### config.mk
export PLATFORM = sky130hd
export DESIGN_NAME = mmc_regs
export DESIGN_NICKNAME = d
export VERILOG_FILES = /design/src/rtl/mmc_pkg.sv /design/src/rtl/mmc_base_decode.sv /design/src/rtl/mmc_once_gate.sv /design/src/rtl/mmc_regs.sv
export SDC_FILE = /design/constraint.sdc
export NUM_CORES = 1
export LEC_CHECK = 0
export ABC_AREA = 1
export BUFFER_PORTS_ARGS = -buffer_cell sky130_fd_sc_hd__buf_2
export CAP_MARGIN = 0
export CORE_ASPECT_RATIO = 1.2
export CORE_MARGIN = 8
export CORE_UTILIZATION = 41
export DETAILED_ROUTE_END_ITERATION = 16
export PLACE_DENSITY = 0.69
export SLEW_MARGIN = 40
export SYNTH_ARGS = -nofsm -noshare
export SYNTH_HDL_FRONTEND = slang
export SYNTH_SLANG_ARGS = --single-unit
### constraint.sdc
create_clock -name clk -period 7.59 [get_ports clk]
set_input_delay 0.759 -clock clk [delete_from_list [all_inputs] [get_ports clk]]
set_output_delay 0.759 -clock clk [all_outputs]
set_load 0.05 [all_outputs]
### src/rtl/mmc_pkg.sv
// Purpose: Shared constants for the memory-map configuration register bank.
// Assumes: 8-bit register fields placed in the low bits of 32-bit APB words.
// Notes: Printed offsets are not word multiples, so they are register indices.
package mmc_pkg;
   // Register indices as printed; byte address is four times the index.
   localparam logic [7:0] IDX_RAM_POS = 8'h10;
   localparam logic [7:0] IDX_REG_POS = 8'h11;
   localparam logic [7:0] IDX_EE_POS = 8'h12;
   localparam logic [7:0] IDX_MISC = 8'h13;
   localparam logic [7:0] IDX_TEST0 = 8'h14;
   localparam logic [7:0] IDX_TEST1 = 8'h17;
   localparam logic [7:0] IDX_MEMORY_SIZE_STATUS_ZERO = 8'h1c;
   localparam int ADDR_W = 10;
   localparam int IDX_LSB = 2;
   // Reset values.
   localparam logic [7:0] RAM_POS_RST = 8'h09;
   localparam logic [3:0] REG_POS_RST = 4'h0;
   localparam logic [4:0] EE_BASE_RST = 5'h00;
   localparam logic EE_ON_RST = 1'b0;
   localparam logic [1:0] STRETCH_RST = 2'h3;
   localparam logic PROGRAM_MEMORY_UPPER_HALF_ONLY_RST = 1'b0;
   localparam logic [7:0] TEST_RD_VAL = 8'h00;
   // Field positions.
   localparam int BASE_HI = 7;
   localparam int BASE_LO = 3;
   localparam int RAM_HIGH_ALIGN_BIT = 0;
   localparam int EEPROM_MAP_ENABLE_BIT = 0;
   localparam int REGB_HI = 6;
   localparam int STR_HI = 3;
   localparam int STR_LO = 2;
   localparam int PROGRAM_MEMORY_UPPER_HALF_ONLY_BIT = 1;
   localparam int PROGRAM_MEMORY_MAP_ENABLE_BIT = 0;
   // Operating modes of the core.
   typedef enum logic [1:0] {
      MMC_MODE_SINGLE,
      MMC_MODE_EXPANDED,
      MMC_MODE_SPECIAL_TEST,
      MMC_MODE_SPECIAL_SINGLE
   } mmc_mode_t;
endpackage

### src/rtl/mmc_base_decode.sv
// Purpose: RAM base address from the base bits, size switches and alignment.
// Assumes: Size code selects a 2K to 16K region.
// Notes: Purely combinational; the top module registers the result.
`timescale 1ns/100ps
module mmc_base_decode (
   input wire logic [4:0] ram_base_bits, // Upper five base bits.
   input wire logic ram_high_align, // Align RAM to top of region.
   input wire logic [2:0] ram_size_switches, // Allocated RAM size code.
   output logic [15:0] ram_base // Resulting RAM base address.
);
   logic [15:0] region_mask;
   logic [15:0] region_base;
   logic [15:0] region_size;
   logic [15:0] alloc_size;

   // Each doubling of region size decodes one fewer base bit.
   always_comb begin
      unique case (ram_size_switches)
         3'h0: region_size = 16'h0800;
         3'h1: region_size = 16'h1000;
         3'h2, 3'h3: region_size = 16'h2000;
         default: region_size = 16'h4000;
      endcase
      alloc_size = 16'({ram_size_switches, 11'h000}) + 16'h0800;
      region_mask = ~(region_size - 16'h0001);
      region_base = {ram_base_bits, 11'h000} & region_mask;
      // A small array sits low or high inside a larger region.
      if (ram_high_align) begin
         ram_base = region_base + region_size - alloc_size;
      end else begin
         ram_base = region_base;
      end
   end
endmodule // mmc_base_decode

### src/rtl/mmc_once_gate.sv
// Purpose: Write permission for one write-once register or bit group.
// Assumes: Mode is stable while software runs.
// Notes: The written flag clears only on reset.
`timescale 1ns/100ps
module mmc_once_gate (
   input wire logic clk, // System clock.
   input wire logic reset, // Asynchronous reset, active high.
   input wire logic wr_req, // Write strobe for this group.
   input wire logic special_mode, // High in special modes.
   input wire logic once_en, // High when the group is write-once at all.
   output logic wr_ok // Write may be applied this cycle.
);
   logic written_reg;

   // Permission is combinational so the write lands on the access edge.
   assign wr_ok = wr_req && (special_mode || !once_en || !written_reg);

   // The first accepted write in normal or emulation mode locks the group.
   always_ff @(posedge clk or posedge reset) begin
      if (reset) begin
         written_reg <= 1'b0;
      end else if (wr_req && !special_mode && once_en) begin
         written_reg <= 1'b1;
      end
   end
endmodule // mmc_once_gate

### src/rtl/mmc_regs.sv
// Purpose: APB register bank that places RAM, registers, EEPROM and program memory.
// Assumes: One 20 MHz clock; mode and size switches are quasi-static straps.
// Notes: Map outputs follow a write by one cycle through a second register stage.
//
// Summary of operation
// - RAM position reads always; write-once in normal/emulation, free in special modes.
// - Map outputs change one clock after a position or control write.
// - Five RAM base bits form the top five bits of RAM base.
// - High-align clear puts RAM low in region, set puts it high.
// - Register position and control bits write-once normally, unlimited in special modes.
// - Register block is 1K or 2K, 2K aligned, within lowest 32K.
// - Register base is zero then four position bits, range 0 to 7FFF.
// - EEPROM enable writable always; position bits optionally write-once.
// - Five EEPROM base bits form the top of the EEPROM base.
// - EEPROM enable set shows EEPROM in map, clear removes it.
// - Stretch field adds zero to three bus cycles to external accesses.
// - Stretch has no effect in normal and special single-chip modes.
// - Upper-half-only blocks direct low-half program memory, page window still works.
// - Program-memory enable adds or removes program memory from the map.
// - Control resets: top bits zero, stretch 11, upper-half zero, enable by mode.
// - Test registers always readable; writes change nothing.
// - Size status shows live size switches and ignores writes.
// - Register size switch reads 1 for 2K, 0 for 1K.
// - EEPROM size code 00/01/10/11 means 0K/2K/4K/8K.
// - RAM size code picks size, mappable region and decoded base bits.
// - RAM position resets to 09, giving base per size code.
// - Smaller RAM sits at region low or high end per high-align.
//
// Added by the designer: the APB register port.
`timescale 1ns/100ps
module mmc_regs #(
   parameter bit EE_POS_ONCE = 1'b0, // Integration choice: EEPROM base write-once.
   parameter bit PROGRAM_MEMORY_MAP_ENABLE_EXP_RST = 1'b1 // Integration reset of program enable in expanded mode.
) (
   input wire logic clk, // System clock.
   input wire logic reset, // Asynchronous reset, active high.
   input wire logic psel, // APB select.
   input wire logic penable, // APB access phase.
   input wire logic pwrite, // APB direction.
   input wire logic [9:0] paddr, // APB byte address.
   input wire logic [31:0] pwdata, // APB write data.
   output logic [31:0] prdata, // APB read data.
   output logic pready, // APB ready.
   output logic pslverr, // APB error on unmapped address.
   input wire logic [1:0] op_mode, // Operating mode straps.
   input wire logic register_space_size_switch, // Register space size strap.
   input wire logic [1:0] eeprom_size_switches, // EEPROM size straps.
   input wire logic [2:0] ram_size_switches, // RAM size straps.
   output logic [15:0] ram_base_addr, // Effective RAM base.
   output logic [15:0] reg_base_addr, // Effective register block base.
   output logic reg_space_2k, // Register block spans 2K.
   output logic [15:0] eeprom_base_addr, // Effective EEPROM base.
   output logic eeprom_map_on, // EEPROM present in map.
   output logic [1:0] ext_stretch_cycles, // Extra cycles per external access.
   output logic program_memory_upper_half_only, // Low-half direct access blocked.
   output logic program_memory_map_enable // Program memory present in map.
);
   logic [7:0] ram_position_reg;
   logic [3:0] register_block_position_reg;
   logic [4:0] eeprom_base_bits;
   logic eeprom_map_enable;
   logic [1:0] external_stretch;
   logic upper_half_reg;
   logic program_memory_map_enable_reg;
   logic [1:0] sw_sync1_reg, sw_sync2_reg;
   logic [5:0] sz_sync1_reg, sz_sync2_reg;
   logic straps_caught_reg;
   logic special_mode, ext_mode, single_mode;
   logic wr;
   logic [7:0] idx;
   logic [7:0] memory_size_status_zero_reg;
   logic [7:0] rdata8;
   logic hit;
   logic wr_ram_ok, wr_reg_ok, wr_ee_ok, wr_misc_ok;
   logic [15:0] ram_base_now;
   logic [7:0] wd;
   logic [1:0] strap_age_reg;
   logic sw_straps_valid;

   assign wd = pwdata[7:0];
   assign idx = paddr[mmc_pkg::ADDR_W-1:mmc_pkg::IDX_LSB];
   // A write lands only on the edge that completes the access phase.
   assign wr = psel && penable && pready && pwrite;

   // Straps come from outside this clock domain, so two flops first.
   always_ff @(posedge clk or posedge reset) begin
      if (reset) begin
         sw_sync1_reg <= 2'h0;
         sw_sync2_reg <= 2'h0;
         sz_sync1_reg <= 6'h00;
         sz_sync2_reg <= 6'h00;
      end else begin
         sw_sync1_reg <= op_mode;
         sw_sync2_reg <= sw_sync1_reg;
         sz_sync1_reg <= {register_space_size_switch, eeprom_size_switches, ram_size_switches};
         sz_sync2_reg <= sz_sync1_reg;
      end
   end

   assign special_mode = (sw_sync2_reg == mmc_pkg::MMC_MODE_SPECIAL_TEST) ||
                         (sw_sync2_reg == mmc_pkg::MMC_MODE_SPECIAL_SINGLE);
   assign ext_mode = (sw_sync2_reg == mmc_pkg::MMC_MODE_EXPANDED);
   assign single_mode = (sw_sync2_reg == mmc_pkg::MMC_MODE_SINGLE) ||
                        (sw_sync2_reg == mmc_pkg::MMC_MODE_SPECIAL_SINGLE);

   // Size status is a live view of the switches, bits 6 and 3 fixed zero.
   assign memory_size_status_zero_reg = {sz_sync2_reg[5], 1'b0, sz_sync2_reg[4:3], 1'b0, sz_sync2_reg[2:0]};

   // Write-once permission per group.
   mmc_once_gate u_once_ram (
      .clk(clk), .reset(reset), .wr_req(wr && idx == mmc_pkg::IDX_RAM_POS),
      .special_mode(special_mode), .once_en(1'b1), .wr_ok(wr_ram_ok));
   mmc_once_gate u_once_reg (
      .clk(clk), .reset(reset), .wr_req(wr && idx == mmc_pkg::IDX_REG_POS),
      .special_mode(special_mode), .once_en(1'b1), .wr_ok(wr_reg_ok));
   mmc_once_gate u_once_ee (
      .clk(clk), .reset(reset), .wr_req(wr && idx == mmc_pkg::IDX_EE_POS),
      .special_mode(special_mode), .once_en(EE_POS_ONCE), .wr_ok(wr_ee_ok));
   mmc_once_gate u_once_misc (
      .clk(clk), .reset(reset), .wr_req(wr && idx == mmc_pkg::IDX_MISC),
      .special_mode(special_mode), .once_en(1'b1), .wr_ok(wr_misc_ok));

   // RAM position keeps only base bits and high-align; others read zero.
   always_ff @(posedge clk or posedge reset) begin
      if (reset) begin
         ram_position_reg <= mmc_pkg::RAM_POS_RST;
      end else if (wr_ram_ok) begin
         ram_position_reg <= {wd[mmc_pkg::BASE_HI:mmc_pkg::BASE_LO], 2'h0, wd[mmc_pkg::RAM_HIGH_ALIGN_BIT]};
      end
   end

   // Register block position; bit 7 is fixed zero so the base stays below 32K.
   always_ff @(posedge clk or posedge reset) begin
      if (reset) begin
         register_block_position_reg <= mmc_pkg::REG_POS_RST;
      end else if (wr_reg_ok) begin
         register_block_position_reg <= wd[mmc_pkg::REGB_HI:mmc_pkg::BASE_LO];
      end
   end

   // EEPROM enable is free at all times; base bits follow the gate.
   always_ff @(posedge clk or posedge reset) begin
      if (reset) begin
         eeprom_map_enable <= mmc_pkg::EE_ON_RST;
         eeprom_base_bits <= mmc_pkg::EE_BASE_RST;
      end else if (wr && idx == mmc_pkg::IDX_EE_POS) begin
         eeprom_map_enable <= wd[mmc_pkg::EEPROM_MAP_ENABLE_BIT];
         if (wr_ee_ok) begin
            eeprom_base_bits <= wd[mmc_pkg::BASE_HI:mmc_pkg::BASE_LO];
         end
      end
   end

   // Program enable reset depends on mode, which a constant reset cannot see,
   // so it is loaded from the synchronised straps on each clock after release until they are valid.
   always_ff @(posedge clk or posedge reset) begin
      if (reset) begin
         external_stretch <= mmc_pkg::STRETCH_RST;
         upper_half_reg <= mmc_pkg::PROGRAM_MEMORY_UPPER_HALF_ONLY_RST;
         program_memory_map_enable_reg <= 1'b0;
         straps_caught_reg <= 1'b0;
      end else if (wr_misc_ok) begin
         external_stretch <= wd[mmc_pkg::STR_HI:mmc_pkg::STR_LO];
         upper_half_reg <= wd[mmc_pkg::PROGRAM_MEMORY_UPPER_HALF_ONLY_BIT];
         program_memory_map_enable_reg <= wd[mmc_pkg::PROGRAM_MEMORY_MAP_ENABLE_BIT];
         straps_caught_reg <= 1'b1;
      end else if (!straps_caught_reg) begin
         straps_caught_reg <= sw_straps_valid;
         if (sw_sync2_reg == mmc_pkg::MMC_MODE_SPECIAL_TEST) begin
            program_memory_map_enable_reg <= 1'b0;
         end else if (ext_mode) begin
            program_memory_map_enable_reg <= PROGRAM_MEMORY_MAP_ENABLE_EXP_RST;
         end else begin
            program_memory_map_enable_reg <= 1'b1;
         end
      end
   end

   // Straps are valid once they have crossed both synchroniser flops.
   assign sw_straps_valid = strap_age_reg[1];
   always_ff @(posedge clk or posedge reset) begin
      if (reset) begin
         strap_age_reg <= 2'h0;
      end else begin
         strap_age_reg <= {strap_age_reg[0], 1'b1};
      end
   end

   mmc_base_decode u_ram_base (
      .ram_base_bits(ram_position_reg[mmc_pkg::BASE_HI:mmc_pkg::BASE_LO]),
      .ram_high_align(ram_position_reg[mmc_pkg::RAM_HIGH_ALIGN_BIT]),
      .ram_size_switches(sz_sync2_reg[2:0]),
      .ram_base(ram_base_now)
   );

   // Second stage drives the map so a write is seen one cycle later.
   always_ff @(posedge clk or posedge reset) begin
      if (reset) begin
         ram_base_addr <= 16'h0000;
         reg_base_addr <= 16'h0000;
         reg_space_2k <= 1'b0;
         eeprom_base_addr <= 16'h0000;
         eeprom_map_on <= 1'b0;
         ext_stretch_cycles <= 2'h0;
         program_memory_upper_half_only <= 1'b0;
         program_memory_map_enable <= 1'b0;
      end else begin
         ram_base_addr <= ram_base_now;
         reg_base_addr <= {1'b0, register_block_position_reg, 11'h000};
         reg_space_2k <= sz_sync2_reg[5];
         eeprom_base_addr <= {eeprom_base_bits, 11'h000};
         eeprom_map_on <= eeprom_map_enable;
         ext_stretch_cycles <= single_mode ? 2'h0 : external_stretch;
         program_memory_upper_half_only <= upper_half_reg;
         program_memory_map_enable <= program_memory_map_enable_reg;
      end
   end

   // Read mux; test registers read fixed values and ignore writes.
   always_comb begin
      hit = 1'b1;
      unique case (idx)
         mmc_pkg::IDX_RAM_POS: rdata8 = ram_position_reg;
         mmc_pkg::IDX_REG_POS: rdata8 = {1'b0, register_block_position_reg, 3'h0};
         mmc_pkg::IDX_EE_POS: rdata8 = {eeprom_base_bits, 2'h0, eeprom_map_enable};
         mmc_pkg::IDX_MISC: rdata8 = {4'h0, external_stretch, upper_half_reg, program_memory_map_enable_reg};
         mmc_pkg::IDX_TEST0, mmc_pkg::IDX_TEST1: rdata8 = mmc_pkg::TEST_RD_VAL;
         mmc_pkg::IDX_MEMORY_SIZE_STATUS_ZERO: rdata8 = memory_size_status_zero_reg;
         default: begin
            rdata8 = 8'h00;
            hit = 1'b0;
         end
      endcase
   end

   // Zero-wait slave: ready is registered from the setup phase, so each transfer takes two cycles.
   always_ff @(posedge clk or posedge reset) begin
      if (reset) begin
         pready <= 1'b0;
         prdata <= 32'h0000_0000;
         pslverr <= 1'b0;
      end else begin
         pready <= psel && !penable;
         pslverr <= psel && !penable && !hit;
         prdata <= (psel && !penable && !pwrite) ? {24'h000000, rdata8} : 32'h0000_0000;
      end
   end

   // The map view must not move in the cycle right after an accepted RAM write.
   chk_ram_delay: assert property (@(posedge clk) disable iff (reset)
      (wr_ram_ok && $stable(sz_sync2_reg)) |=> $stable(ram_base_addr)) else $error("RAM map lag wrong");
   chk_ram_lock: assert property (@(posedge clk) disable iff (reset)
      (!special_mode && u_once_ram.written_reg && !$changed(sw_sync2_reg)) |=> $stable(ram_position_reg))
      else $error("RAM position rewritten");
   chk_reg_lock: assert property (@(posedge clk) disable iff (reset)
      (!special_mode && u_once_reg.written_reg) |=> $stable(register_block_position_reg))
      else $error("Register position rewritten");
   chk_reg_range: assert property (@(posedge clk) disable iff (reset)
      reg_base_addr[15] == 1'b0) else $error("Register base above 32K");
   chk_ee_enable: assert property (@(posedge clk) disable iff (reset)
      (wr && idx == mmc_pkg::IDX_EE_POS) |=> ##1 (eeprom_map_on == $past(wd[mmc_pkg::EEPROM_MAP_ENABLE_BIT], 2)))
      else $error("EEPROM enable not applied");
   chk_stretch_single: assert property (@(posedge clk) disable iff (reset)
      $past(single_mode) |-> ext_stretch_cycles == 2'h0) else $error("Stretch in single chip");
   chk_misc_top_zero: assert property (@(posedge clk) disable iff (reset)
      (psel && !penable && !pwrite && idx == mmc_pkg::IDX_MISC)
      |=> prdata[7:4] == 4'h0) else $error("Control top bits not zero");
   chk_test_ro: assert property (@(posedge clk) disable iff (reset)
      (psel && !penable && !pwrite && (idx == mmc_pkg::IDX_TEST0 || idx == mmc_pkg::IDX_TEST1))
      |=> prdata == 32'h0000_0000) else $error("Test register read nonzero");
endmodule // mmc_regs

== After elaboration in Yosys (flattened, before gate mapping) ==
Cells that the tools add are included.

* Flip-flop bits (word level): 83
* Input bits: 55

* Add/sub/neg operators: 4
* Equal/unequal tests: 13
* Mux-type cells: 11
* Bitwise logic cells: 2
* Reduce and logical (&&, ||, !) cells: 32

{| class="wikitable"
|+ Operators by type and width
! kind !! count
|-
| $eq 8x5->1 const B || 7
|-
| $pmux 15 s3 || 1
|-
| $pmux 8 s5 || 1
|-
| $add 16x15->16 || 1
|-
| $and 16x16->16 || 1
|-
| $logic_and 1x1->1 || 16
|-
| $mux 16 || 1
|-
| $not 16->16 || 1
|-
| $sub 15x1->16 const B || 1
|-
| $sub 16x16->16 || 1
|-
| $add 14x12->15 const B || 1
|-
| $mux 8 || 1
|-
| $logic_not 1->1 || 7
|-
| $reduce_or 7->1 || 1
|-
| $eq 3x2->1 const B || 2
|-
| $mux 1 || 6
|-
| $logic_or 1x1->1 || 5
|-
| $eq 2x2->1 const B || 2
|-
| $eq 3x1->1 const B || 1
|-
| $logic_not 3->1 || 1
|-
| $logic_not 2->1 || 1
|-
| $mux 2 || 1
|-
| $ne 2x1->1 const B || 1
|-
| $reduce_or 2->1 || 1
|}

== Depth between registers and ports, before layout ==
Gate-level depths: netlist of run 1.

* Depth in word-level cells: 9
* Gate-level depth with buffers: 21
* Depth with buffers taken out: 21

== Modules after synthesis ==
From an unflattened synthesis of run 1, not the netlist that was laid out.

* Cells, all modules: 397
* Area, all modules: 3921.3 µm²

{| class="wikitable"
|+ Modules (own cells, without submodules)
! module !! times used !! cells an instance !! area an instance (µm²) !! seq. area each (µm²)
|-
| mmc_regs || 1 || 286 || 3185.6 || 2006.9
|-
| mmc_base_decode || 1 || 75 || 505.5 || 0.0
|-
| mmc_once_gate || 4 || 9 || 57.6 || 25.0
|}

== Least setup slack after synthesis of run 1 ==
OpenSTA, ideal clock, no wires.

* Kind: flip-flop to flip-flop
* Start point: reg sz_sync2_reg[0]
* End point: reg ram_base_addr[15]
* Setup time: 0.117 ns
* Arrival: 2.705 ns
* Setup slack: 4.768 ns
* Cell stages (with the launch flop): 20
* Path buffers: 0
* Period minus slack after synthesis: 2.822 ns
* Cell sequence: dfrtp_1 > inv_1 > ha_1 > inv_1 > nor2_1 > inv_1 > ha_1 > nand2_1 > fa_1 > inv_1 > ha_1 > ha_1 > inv_1 > nand2_1 > nand2_1 > nand2_1 > nand2_1 > nand3_1 > nand3_1 > nand2_1

* Cells in the longest elaborated chain, start to end: 9
* Elaborated cells on any way between the ends: 13

{| class="wikitable"
|+ RTL lines
! element !! line !! text
|-
| start: declaration || mmc_regs.sv:66 || <nowiki>logic [5:0] sz_sync1_reg, sz_sync2_reg;</nowiki>
|-
| start signal: assignment || mmc_regs.sv:96 || <nowiki>sz_sync2_reg <= sz_sync1_reg;</nowiki>
|-
| $eq 3x2->1 || mmc_base_decode.sv:18 || <nowiki>unique case (ram_size_switches)</nowiki>
|-
| $reduce_or 2->1 || mmc_base_decode.sv:18 ||
|-
| $pmux 15 s3 || mmc_base_decode.sv:18 ||
|-
| $sub 15x1->16 || mmc_base_decode.sv:25 || <nowiki>region_mask = ~(region_size - 16'h0001);</nowiki>
|-
| $not 16->16 || mmc_base_decode.sv:25 ||
|-
| $and 16x16->16 || mmc_base_decode.sv:26 || <nowiki>region_base = {ram_base_bits, 11'h000} & region_mask;</nowiki>
|-
| $add 16x15->16 || mmc_base_decode.sv:29 || <nowiki>ram_base = region_base + region_size - alloc_size;</nowiki>
|-
| $sub 16x16->16 || mmc_base_decode.sv:29 ||
|-
| $mux 16 * || mmc_base_decode.sv:28 || <nowiki>if (ram_high_align) begin</nowiki>
|-
| via ram_base_now[15] || mmc_regs.sv:75 || <nowiki>logic [15:0] ram_base_now;</nowiki>
|-
| end signal: assignment || mmc_regs.sv:208 || <nowiki>ram_base_addr <= ram_base_now;</nowiki>
|-
| end: declaration || mmc_regs.sv:49 || <nowiki>output logic [15:0] ram_base_addr,</nowiki>
|}

Mark *: on every way through the listed nets, which the timed path passes. The rest lies on a longest branch.
A chain may end at the register's enable or synchronous reset.

== Final worst setup path of run 1 ==
Ends and elaborated chain as after synthesis.

==> results of run 1 <==
-- through the flow --
stage	hold slack (ns)	worst slack, ns	util
floorplan	0.331	4.77	-
finish	0.350	4.45	0.458
CTS	0.352	4.42	0.457
detailed placement	0.335	4.45	0.432
global route	0.358	4.20	0.458
global placement	0.332	4.51	0.431
-- power by group through the flow --
stage | Combinational [uW] | Sequential (uW) | Clock (uW)
5_1_grt | 134 | 395 | 363
2_1_floorplan | 122 | 405 | 0
3_3_place_gp | 120 | 402 | 0
6_report | 123 | 394 | 339
3_5_place_dp | 122 | 402 | 0
4_1_cts | 123 | 394 | 349
-- Yosys cell counts, types with 2 or more instances --
cell / number
dfrtp_1: 68
nand2_1: 64
buf_4: 59
inv_1: 45
nand3_1: 30
nor2_1: 22
ha_1: 13
o21ai_0: 10
o21ai_2: 10
nand2_2: 8
a21oi_1: 5
inv_2: 5
nor2_4: 5
buf_6: 4
dfstp_2: 4
fa_1: 4
nand4_1: 4
o21ai_1: 4
a21oi_2: 3
a21o_1: 2
a31o_2: 2
conb_1: 2
nand3_2: 2
-- cells by family (layout without fill, tap and decap cells) --
kind of cell / Yosys count / after routing / synth area share
AO/OA/AOI/OAI: 37 / 37 / 0.0675
buffers and inverters: 115 / 125 / 0.187
flip-flops: 72 / 72 / 0.492
AND/OR/NAND/NOR: 139 / 139 / 0.183
adder cells (fa/ha/maj): 17 / 17 / 0.0662
other: 2 / 59 / 0.00205
XOR/XNOR: 1 / 1 / 0.00239
-- worst max path at each step --
| stage | start | to | slack, ns |
|---|---|---|---|
| global placement | sz_sync2_reg[0] | ram_base_addr[15] | 4.51 |
| floorplan | sz_sync2_reg[0] | ram_base_addr[15] | 4.77 |
| finish | sz_sync2_reg[0] | ram_base_addr[15] | 4.45 |
| CTS | sz_sync2_reg[0] | ram_base_addr[15] | 4.42 |
| global route | sz_sync2_reg[0] | ram_base_addr[15] | 4.20 |
| detailed placement | sz_sync2_reg[0] | ram_base_addr[15] | 4.45 |
-- area by class of cell --
type | instances | area (um2) | area share
Clock inverter | 6 | 90.1 | 0.0221
Tap cell | 120 | 150 | 0.0369
Multi-Input combinational cell | 253 | 1390 | 0.343
Sequential cell | 72 | 1810 | 0.444
Timing Repair Buffer | 59 | 302 | 0.0741
Clock buffer | 10 | 138 | 0.0338
Inverter | 50 | 188 | 0.0461
-- worst max-delay path, stage by stage (launching register included) --
cell     delay [ns]
dfrtp_1        0.49
inv_1          0.13
ha_1           0.15
inv_1          0.03
nor2_1         0.17
inv_1          0.11
ha_1           0.28
nand2_1        0.09
fa_1           0.49
inv_1          0.07
ha_1           0.32
ha_1           0.21
inv_1          0.05
nand2_1        0.05
nand2_1        0.08
nand2_1        0.07
nand2_1        0.06
nand3_1        0.06
nand3_1        0.07
nand2_1        0.05
-- per-layer routing --
| layer | vias up | wire [um] | track usage |
|---|---|---|---|
| met1 | 1114 | 2910 | 0.138 |
| met4 | 0 | 215 | 0.0754 |
| met2 | 92 | 3570 | 0.206 |
| met5 | - | 0 | 0 |
| li1 | 1201 | - | - |
| met3 | 15 | 487 | 0.0336 |
==> metrics, run 1 <==
CTS resizes 0; Die X 102 um; Synth top area share 0.464; Fin. Hold Viols 0; fin cells 570; Comb power frac 0.144; Pwr Total 857 uW; switching fraction of total power 0.293; Mapped Area 3670 um2; Synth-to-Final Area Change 10.9%; leak pwr 0.00217 uW; highest-count cells in the layout ignoring fill and taps 68 x dfrtp_1, 64 x nand2_1, 59 x conb_1; Finished Cell Area ~4100 um2; Initial Util 0.413; initial antenna violation count 0; GRT Total Usage 0.124; wirelength, routed around 7000 um; syn_area_per_cell 9.58 um2; top cells by area, synth dfrtp_1 46%, buf_4 12%, nand2_1 6.5%, inv_1 4.6%, ha_1 4.4%; grt ovf 0; FF-to-FF End ram_base_addr[15]; Biggest register prdata; PortBufs 58; EDFF count, synth 0; clk buf depth 2; placed inst area around 3800 um2; max reg flops 8; required time worst endpoint 7.82 ns; crit path DAT 3.37 ns; Inserted Clock Buffers 9; pin count of the biggest net entering global routing 73; Mapped Cells roughly 380; DRT iter0 DRCs roughly 110; first-pass GRT wire length ~12,000 um; I/O pin cnt 143; drt first pass iters 4; worst-path maximum fanout 7; Clk pin slew, worst setup/hold paths 0.07 ns; HP Class reg -> reg; Net Sw Power 251 uW; Crit Path Class reg -> reg; maximum VDD drop 0.0827 mV; vias in the first global route between 2k and 3k; R2R Path Start sz_sync2_reg[0]; Final Skew between 0.01 and 0.015 ns; post-synthesis sequential area ratio 0.492; CTS Root Cell clkbuf_8; RSZ-0062 raised after global routing no; part of the cycle the worst path needs 0.413; core area 8890 um2; element type at the critical path start flip-flop; #FFs+latches synth 72; most common cell after layout, fill and taps aside dfrtp_1; DIE AREA approximately 12,000 um2; Worst Hold Path EP sz_sync2_reg[5]; Ys Warns 0; hold depth 0; Power Internal just over 600 uW; share of layout cells above drive strength 1 0.267; Critical Path End Type flip-flop; pins over their slew limit 0; Post-CTS Setup Inserts 0; setup TNS 0 ns; vias per inst roughly 4.2; top_reg_cell synth dfrtp_1; clock share of power 0.396; Nets approximately 520; Period minus WS final 3.14 ns; Post-synth ARST share 1.00; Sequential Power Share 0.460; Clock Latency Late Sink 0.35 ns; max cap viols 0; cell area power density 211 nW/um2; # rows 38; cell taking the most area after synthesis dfrtp_1; Achievable Freq 319 MHz; ant diodes 0; Routed Antenna Nets 0; flop-to-flop setup slack approximately 4.5 ns; DRC viols 0; Die Y 120 um; Sink Count between 70 and 80; Max transition margin 0.581; wire per inst 12.6 um; hold_buf cts 0; dpl cells between 500 and 600; Reg2Reg Depth 19; Detailed Place HPWL ~5500 um; FILL cells roughly 860; Netlist cell types 31; setup violators final 0; status finished, final reports clean; Worst-Margin Slew ~0.63 ns; detailed-route via count between 2k and 2.5k; H-Tree Depth 3; CTS tree yes; GPL Wtd Cong about 0.80; hold_sp sz_sync1_reg[5]
Power figures use the tool's default switching activity.
==> run 2, diff against run 1 <==
--- a/config.mk
+++ b/config.mk
@@ -12,7 +12,7 @@
 export CORE_MARGIN = 8
 export CORE_UTILIZATION = 41
 export DETAILED_ROUTE_END_ITERATION = 16
-export PLACE_DENSITY = 0.69
+export PLACE_DENSITY = 0.72
 export SLEW_MARGIN = 40
 export SYNTH_ARGS = -nofsm -noshare
 export SYNTH_HDL_FRONTEND = slang
==> constraint.sdc (replaced) <==
create_clock -name clk -period 2.84 [get_ports clk]
set_input_delay 0.284 -clock clk [delete_from_list [all_inputs] [get_ports clk]]
set_output_delay 0.284 -clock clk [all_outputs]
set_load 0.05 [all_outputs]
==> metrics, run 2 (synthesis gave the netlist of run 1 again) <==
Inserted Clock Buffers 9 (unchanged); HP Class in -> reg (was reg -> reg); Sink Count 72 (unchanged); GRT Total Usage 0.126 (was 0.124); Die Y 120 um (unchanged); most common cell after layout, fill and taps aside dfrtp_1 (unchanged); maximum VDD drop 0.178 mV (was 0.0827 mV); I/O pin cnt 143 (unchanged); # rows 38 (unchanged); element type at the critical path start flip-flop (unchanged); part of the cycle the worst path needs 0.962 (was 0.413); core area 8890 um2 (unchanged); Initial Util 0.413 (unchanged); required time worst endpoint 3.07 ns (was 7.82 ns); H-Tree Depth 3 (unchanged); dpl cells 560 (was 554); first-pass GRT wire length 12,200 um (was 12,000 um); Die X 102 um (unchanged); grt ovf 0 (unchanged); Synth-to-Final Area Change 12.6% (was 10.9%); placed inst area 3880 um2 (was 3840 um2); clk buf depth 2 (unchanged); Clk pin slew, worst setup/hold paths 0.07 ns (about the same); wirelength, routed 7230 um (was 7180 um); Routed Antenna Nets 0 (unchanged); pin count of the biggest net entering global routing 27 (was 73); Detailed Place HPWL 5770 um (was 5540 um); initial antenna violation count 0 (unchanged); Critical Path End Type flip-flop (unchanged); worst-path maximum fanout 6 (was 7); max reg flops 8 (unchanged); leak pwr 0.00218 uW (was 0.00217 uW); Achievable Freq 366 MHz (was 319 MHz); GPL Wtd Cong 0.827 (was 0.797); setup violators final 0 (unchanged); pins over their slew limit 0 (unchanged); Finished Cell Area 4130 um2 (was 4070 um2); Period minus WS final 2.73 ns (was 3.14 ns); cell area power density 527 nW/um2 (was 211 nW/um2); detailed-route via count 2,466 (was 2,422); crit path DAT 2.96 ns (was 3.37 ns); status finished, final reports clean (unchanged); wire per inst 12.5 um (was 12.6 um); DRC viols 0 (unchanged); max cap viols 0 (unchanged); share of layout cells above drive strength 1 0.291 (was 0.267); vias per inst 4.27 (was 4.25); Fin. Hold Viols 0 (unchanged); Nets 525 (was 517); drt first pass iters 6 (was 4); DIE AREA 12,200 um2 (unchanged); PortBufs 58 (unchanged); highest-count cells in the layout ignoring fill and taps 68 x dfrtp_1, 63 x nand2_1, 59 x conb_1 (was 68 x dfrtp_1, 64 x nand2_1, 59 x conb_1); Clock Latency Late Sink 0.34 ns (was 0.35 ns); Final Skew 0.00883 ns (was 0.0117 ns); CTS tree yes (unchanged); Biggest register prdata (unchanged); hold depth 1 (was 0); Reg2Reg Depth 13 (was 19); CTS Root Cell clkbuf_8 (unchanged); DRT iter0 DRCs 125 (was 109); fin cells 577 (was 570); Crit Path Class reg -> reg (unchanged); vias in the first global route 2,693 (was 2,566); ant diodes 0 (unchanged); RSZ-0062 raised after global routing yes (was no)
## run 2: metal layers
metal  wire length (um)  up-vias  GRT usage  share of wire
li1                   -     1214          -              -
met1               2850     1146      0.136           0.39
met2               3770       91      0.221           0.52
met3                431       15     0.0348          0.060
met4                176        0     0.0598          0.024
met5                  0        -          0              0
## run 2: per-stage QoR
stage	hold slack [ns]	setup TNS [ns]	utilization	power, uW	setup slack [ns]
after floorplan	0.315	0	-	1410	0.0175
after global placement	0.332	0	0.436	1400	0.0159
after detailed placement	0.333	-0.0353	0.436	1410	-0.0353
after CTS	0.0252	0	0.461	2190	0.00812
after global routing	0.0274	-0.0560	0.465	2280	-0.0310
final	0.0499	0	0.465	2180	0.107
## run 2: final cells by class
cell class                 count  area [um2]
fill                         832        4760
clock inverter                 3        42.5
timing repair buffer          67         360
multi-input combinational    253        1440
inverter                      50         188
sequential                    72        1810
tap                          120         150
clock buffer                  12         145
## run 2: path summary, 6_finish.rpt
check,start,slack (ns),to
worst max-delay path,sz_sync2_reg[0],0.11,ram_base_addr[15]
worst min-delay path,ram_size_switches[2],0.05,sz_sync1_reg[2]
worst max register to register,sz_sync2_reg[0],0.11,ram_base_addr[15]
worst min register to register,sz_sync1_reg[2],0.35,sz_sync2_reg[2]
max in group asynchronous,reset,1.59,external_stretch[0]
min in group asynchronous,reset,0.51,ram_position_reg[7]
## run 2: critical path, stage by stage, from the launching register on
cell and delay [ns]:
dfrtp_1 0.39, buf_4 0.17, ha_1 0.20, ha_1 0.21, a21o_1 0.19, nor2_1 0.18, fa_1 0.42, ha_1 0.35
a21oi_1 0.19, nand2_1 0.09, nand2_1 0.06, nand3_1 0.06, nand3_1 0.07, nand2_1 0.05
## run 2: what timing repair did
action / in CTS / in global routing
setup endpoints to repair: 1 / 2
pin swaps: 3 / 3
hold endpoints to repair: 20 / 0
gates cloned: 0 / 0
hold buffers: 1 / 0
gates resized for setup: 5 / 5
buffers inserted: 1 / 0
## run 2: where the power goes
part	total (uW)	switching [uW]	internal [uW]
sequential	1050	8.37	1040
combinational	349	284	64.7
clock	775	351	424
total	2180	644	1530
==> run 3, diff against run 2 <==
--- a/config.mk
+++ b/config.mk
@@ -12,6 +12,7 @@
 export CORE_MARGIN = 8
 export CORE_UTILIZATION = 41
 export DETAILED_ROUTE_END_ITERATION = 16
+export MAX_ROUTING_LAYER = met4
 export PLACE_DENSITY = 0.72
 export SLEW_MARGIN = 40
 export SYNTH_ARGS = -nofsm -noshare
==> metrics, run 3 (synthesis gave the netlist of run 1 again) <==
share of layout cells above drive strength 1 0.303 (was 0.291); H-Tree Depth 3 (unchanged); switching fraction of total power 0.306 (was 0.296); element type at the critical path start flip-flop (unchanged); Post-CTS Setup Inserts 0 (was 1); fin cells 576 (was 577); required time worst endpoint 3.07 ns (about the same); initial antenna violation count 0 (unchanged); CTS Root Cell clkbuf_8 (unchanged); GPL Wtd Cong 0.819 (was 0.827); Critical Path End Type flip-flop (unchanged); ant diodes 0 (unchanged); clk buf depth 2 (unchanged); Clk pin slew, worst setup/hold paths 0.07 ns (about the same); Biggest register prdata (unchanged); HP Class in -> reg (unchanged); Sink Count 72 (unchanged); cell area power density 513 nW/um2 (was 527 nW/um2); highest-count cells in the layout ignoring fill and taps 68 x dfrtp_1, 61 x nand2_1, 59 x conb_1 (was 68 x dfrtp_1, 63 x nand2_1, 59 x conb_1); PortBufs 58 (unchanged); clock share of power 0.336 (was 0.356); vias in the first global route 2,527 (was 2,693); Crit Path Class reg -> reg (unchanged); max cap viols 0 (unchanged); drt first pass iters 4 (was 6); Die X 102 um (unchanged); pin count of the biggest net entering global routing 27 (unchanged); setup TNS 0 ns (unchanged); pins over their slew limit 0 (unchanged); Reg2Reg Depth 17 (was 13); Period minus WS final 2.68 ns (was 2.73 ns); Power Internal 1470 uW (was 1530 uW); Sequential Power Share 0.498 (was 0.483); leak pwr 0.00217 uW (was 0.00218 uW); # rows 38 (unchanged); setup violators final 0 (unchanged); Final Skew 0.00983 ns (was 0.00883 ns); Achievable Freq 374 MHz (was 366 MHz); Comb power frac 0.166 (was 0.160); DRC viols 0 (unchanged); Nets 524 (was 525); CTS tree yes (unchanged); Die Y 120 um (unchanged); Routed Antenna Nets 0 (unchanged); most common cell after layout, fill and taps aside dfrtp_1 (unchanged); grt ovf 0 (unchanged); Clock Latency Late Sink 0.34 ns (about the same); first-pass GRT wire length 11,700 um (was 12,200 um); dpl cells 560 (unchanged); crit path DAT 2.90 ns (was 2.96 ns); part of the cycle the worst path needs 0.942 (was 0.962); detailed-route via count 2,382 (was 2,466); status finished, final reports clean (unchanged); wire per inst 12.4 um (was 12.5 um); Fin. Hold Viols 0 (unchanged); max reg flops 8 (unchanged); worst-path maximum fanout 6 (unchanged); Synth-to-Final Area Change 12.4% (was 12.6%); hold depth 1 (unchanged); Inserted Clock Buffers 9 (unchanged); Detailed Place HPWL 5700 um (was 5770 um); core area 8890 um2 (unchanged); vias per inst 4.14 (was 4.27); DIE AREA 12,200 um2 (unchanged); Finished Core Util 0.464 (was 0.465); GRT Total Usage 0.126 (about the same); maximum VDD drop 0.175 mV (was 0.178 mV); Initial Util 0.413 (unchanged); wirelength, routed 7140 um (was 7230 um); I/O pin cnt 143 (unchanged); DRT iter0 DRCs 85 (was 125); Net Sw Power 647 uW (was 644 uW)
==> run 3: changes by cell type in the layout (fill, tap and decap cells not counted), moves of 2 or more <==
cell,previous run,this run
a21oi_1,4,2
a21oi_2,4,6
nand2_1,63,61
nand2_2,9,11
==> run 3: layer usage <==
layer / up-vias / track usage / routed length, um / share of wire
met3: 11 / 0.0220 / 327 / 0.046
met4: 0 / 0.0681 / 161 / 0.023
met1: 1076 / 0.140 / 3000 / 0.42
met5: - / - / 0 / 0
met2: 84 / 0.208 / 3650 / 0.51
li1: 1211 / - / - / -
==> run 3: worst max-delay path, cell delays in order (launching register included) <==
cell     delay [ns]
dfrtp_1        0.39
buf_4          0.17
ha_1           0.19
nand2_1        0.12
ha_4           0.21
nand2_2        0.07
fa_1           0.44
inv_2          0.11
ha_4           0.20
ha_1           0.18
inv_1          0.05
nand2_1        0.06
nand2_2        0.08
nand2_2        0.06
nand2_1        0.05
nand3_1        0.06
nand3_1        0.07
nand2_1        0.06
==> run 3: final timing paths <==
kind                                      startpoint             endpoint  slack (ns)
worst min-delay path            ram_size_switches[1]      sz_sync1_reg[1]        0.05
min in group asynchronous                      reset  ram_position_reg[5]        0.50
max in group asynchronous                      reset  external_stretch[0]        1.59
worst min register to register       sz_sync1_reg[2]      sz_sync2_reg[2]        0.34
worst max register to register       sz_sync2_reg[0]    ram_base_addr[15]        0.16
worst max-delay path                 sz_sync2_reg[0]    ram_base_addr[15]        0.16
==> run 3: power groups by stage <==
stage                     logic (uW)  clock network [uW]  registers, uW
after floorplan                  327                   0           1080
after global placement           330                   0           1070
after detailed placement         334                   0           1070
after CTS                        337                 735           1050
after global routing             379                 770           1050
final                            351                 711           1050
==> run 3: final cells by class <==
class                   instances  area, um2
multi-input cells             253       1450
clock buffers                  12        155
fillers                       857       4770
repair buffers                 66        353
well taps                     120        150
inverters                      50        188
clock inverters                 3       17.5
flip-flops and latches         72       1810
==> run 3: what timing repair did <==
item / CTS / global route
hold endpoints to repair: 20 / 0
gates resized for setup: 3 / 12
setup endpoints to repair: 1 / 2
hold buffers: 1 / 0
pin swaps: 1 / 0
==> run 3: stage by stage <==
| stage | hold WS [ns] | cell area (um2) | worst slack [ns] | total power (uW) |
|---|---|---|---|---|
| after CTS | 0.0281 | 4070 | 0.00283 | 2120 |
| after global placement | 0.326 | 3880 | 0.00936 | 1400 |
| final | 0.0490 | 4120 | 0.164 | 2110 |
| after floorplan | 0.315 | 3880 | 0.0175 | 1410 |
| after global routing | 0.0296 | 4120 | -0.0300 | 2200 |
| after detailed placement | 0.335 | 3880 | -0.0524 | 1400 |
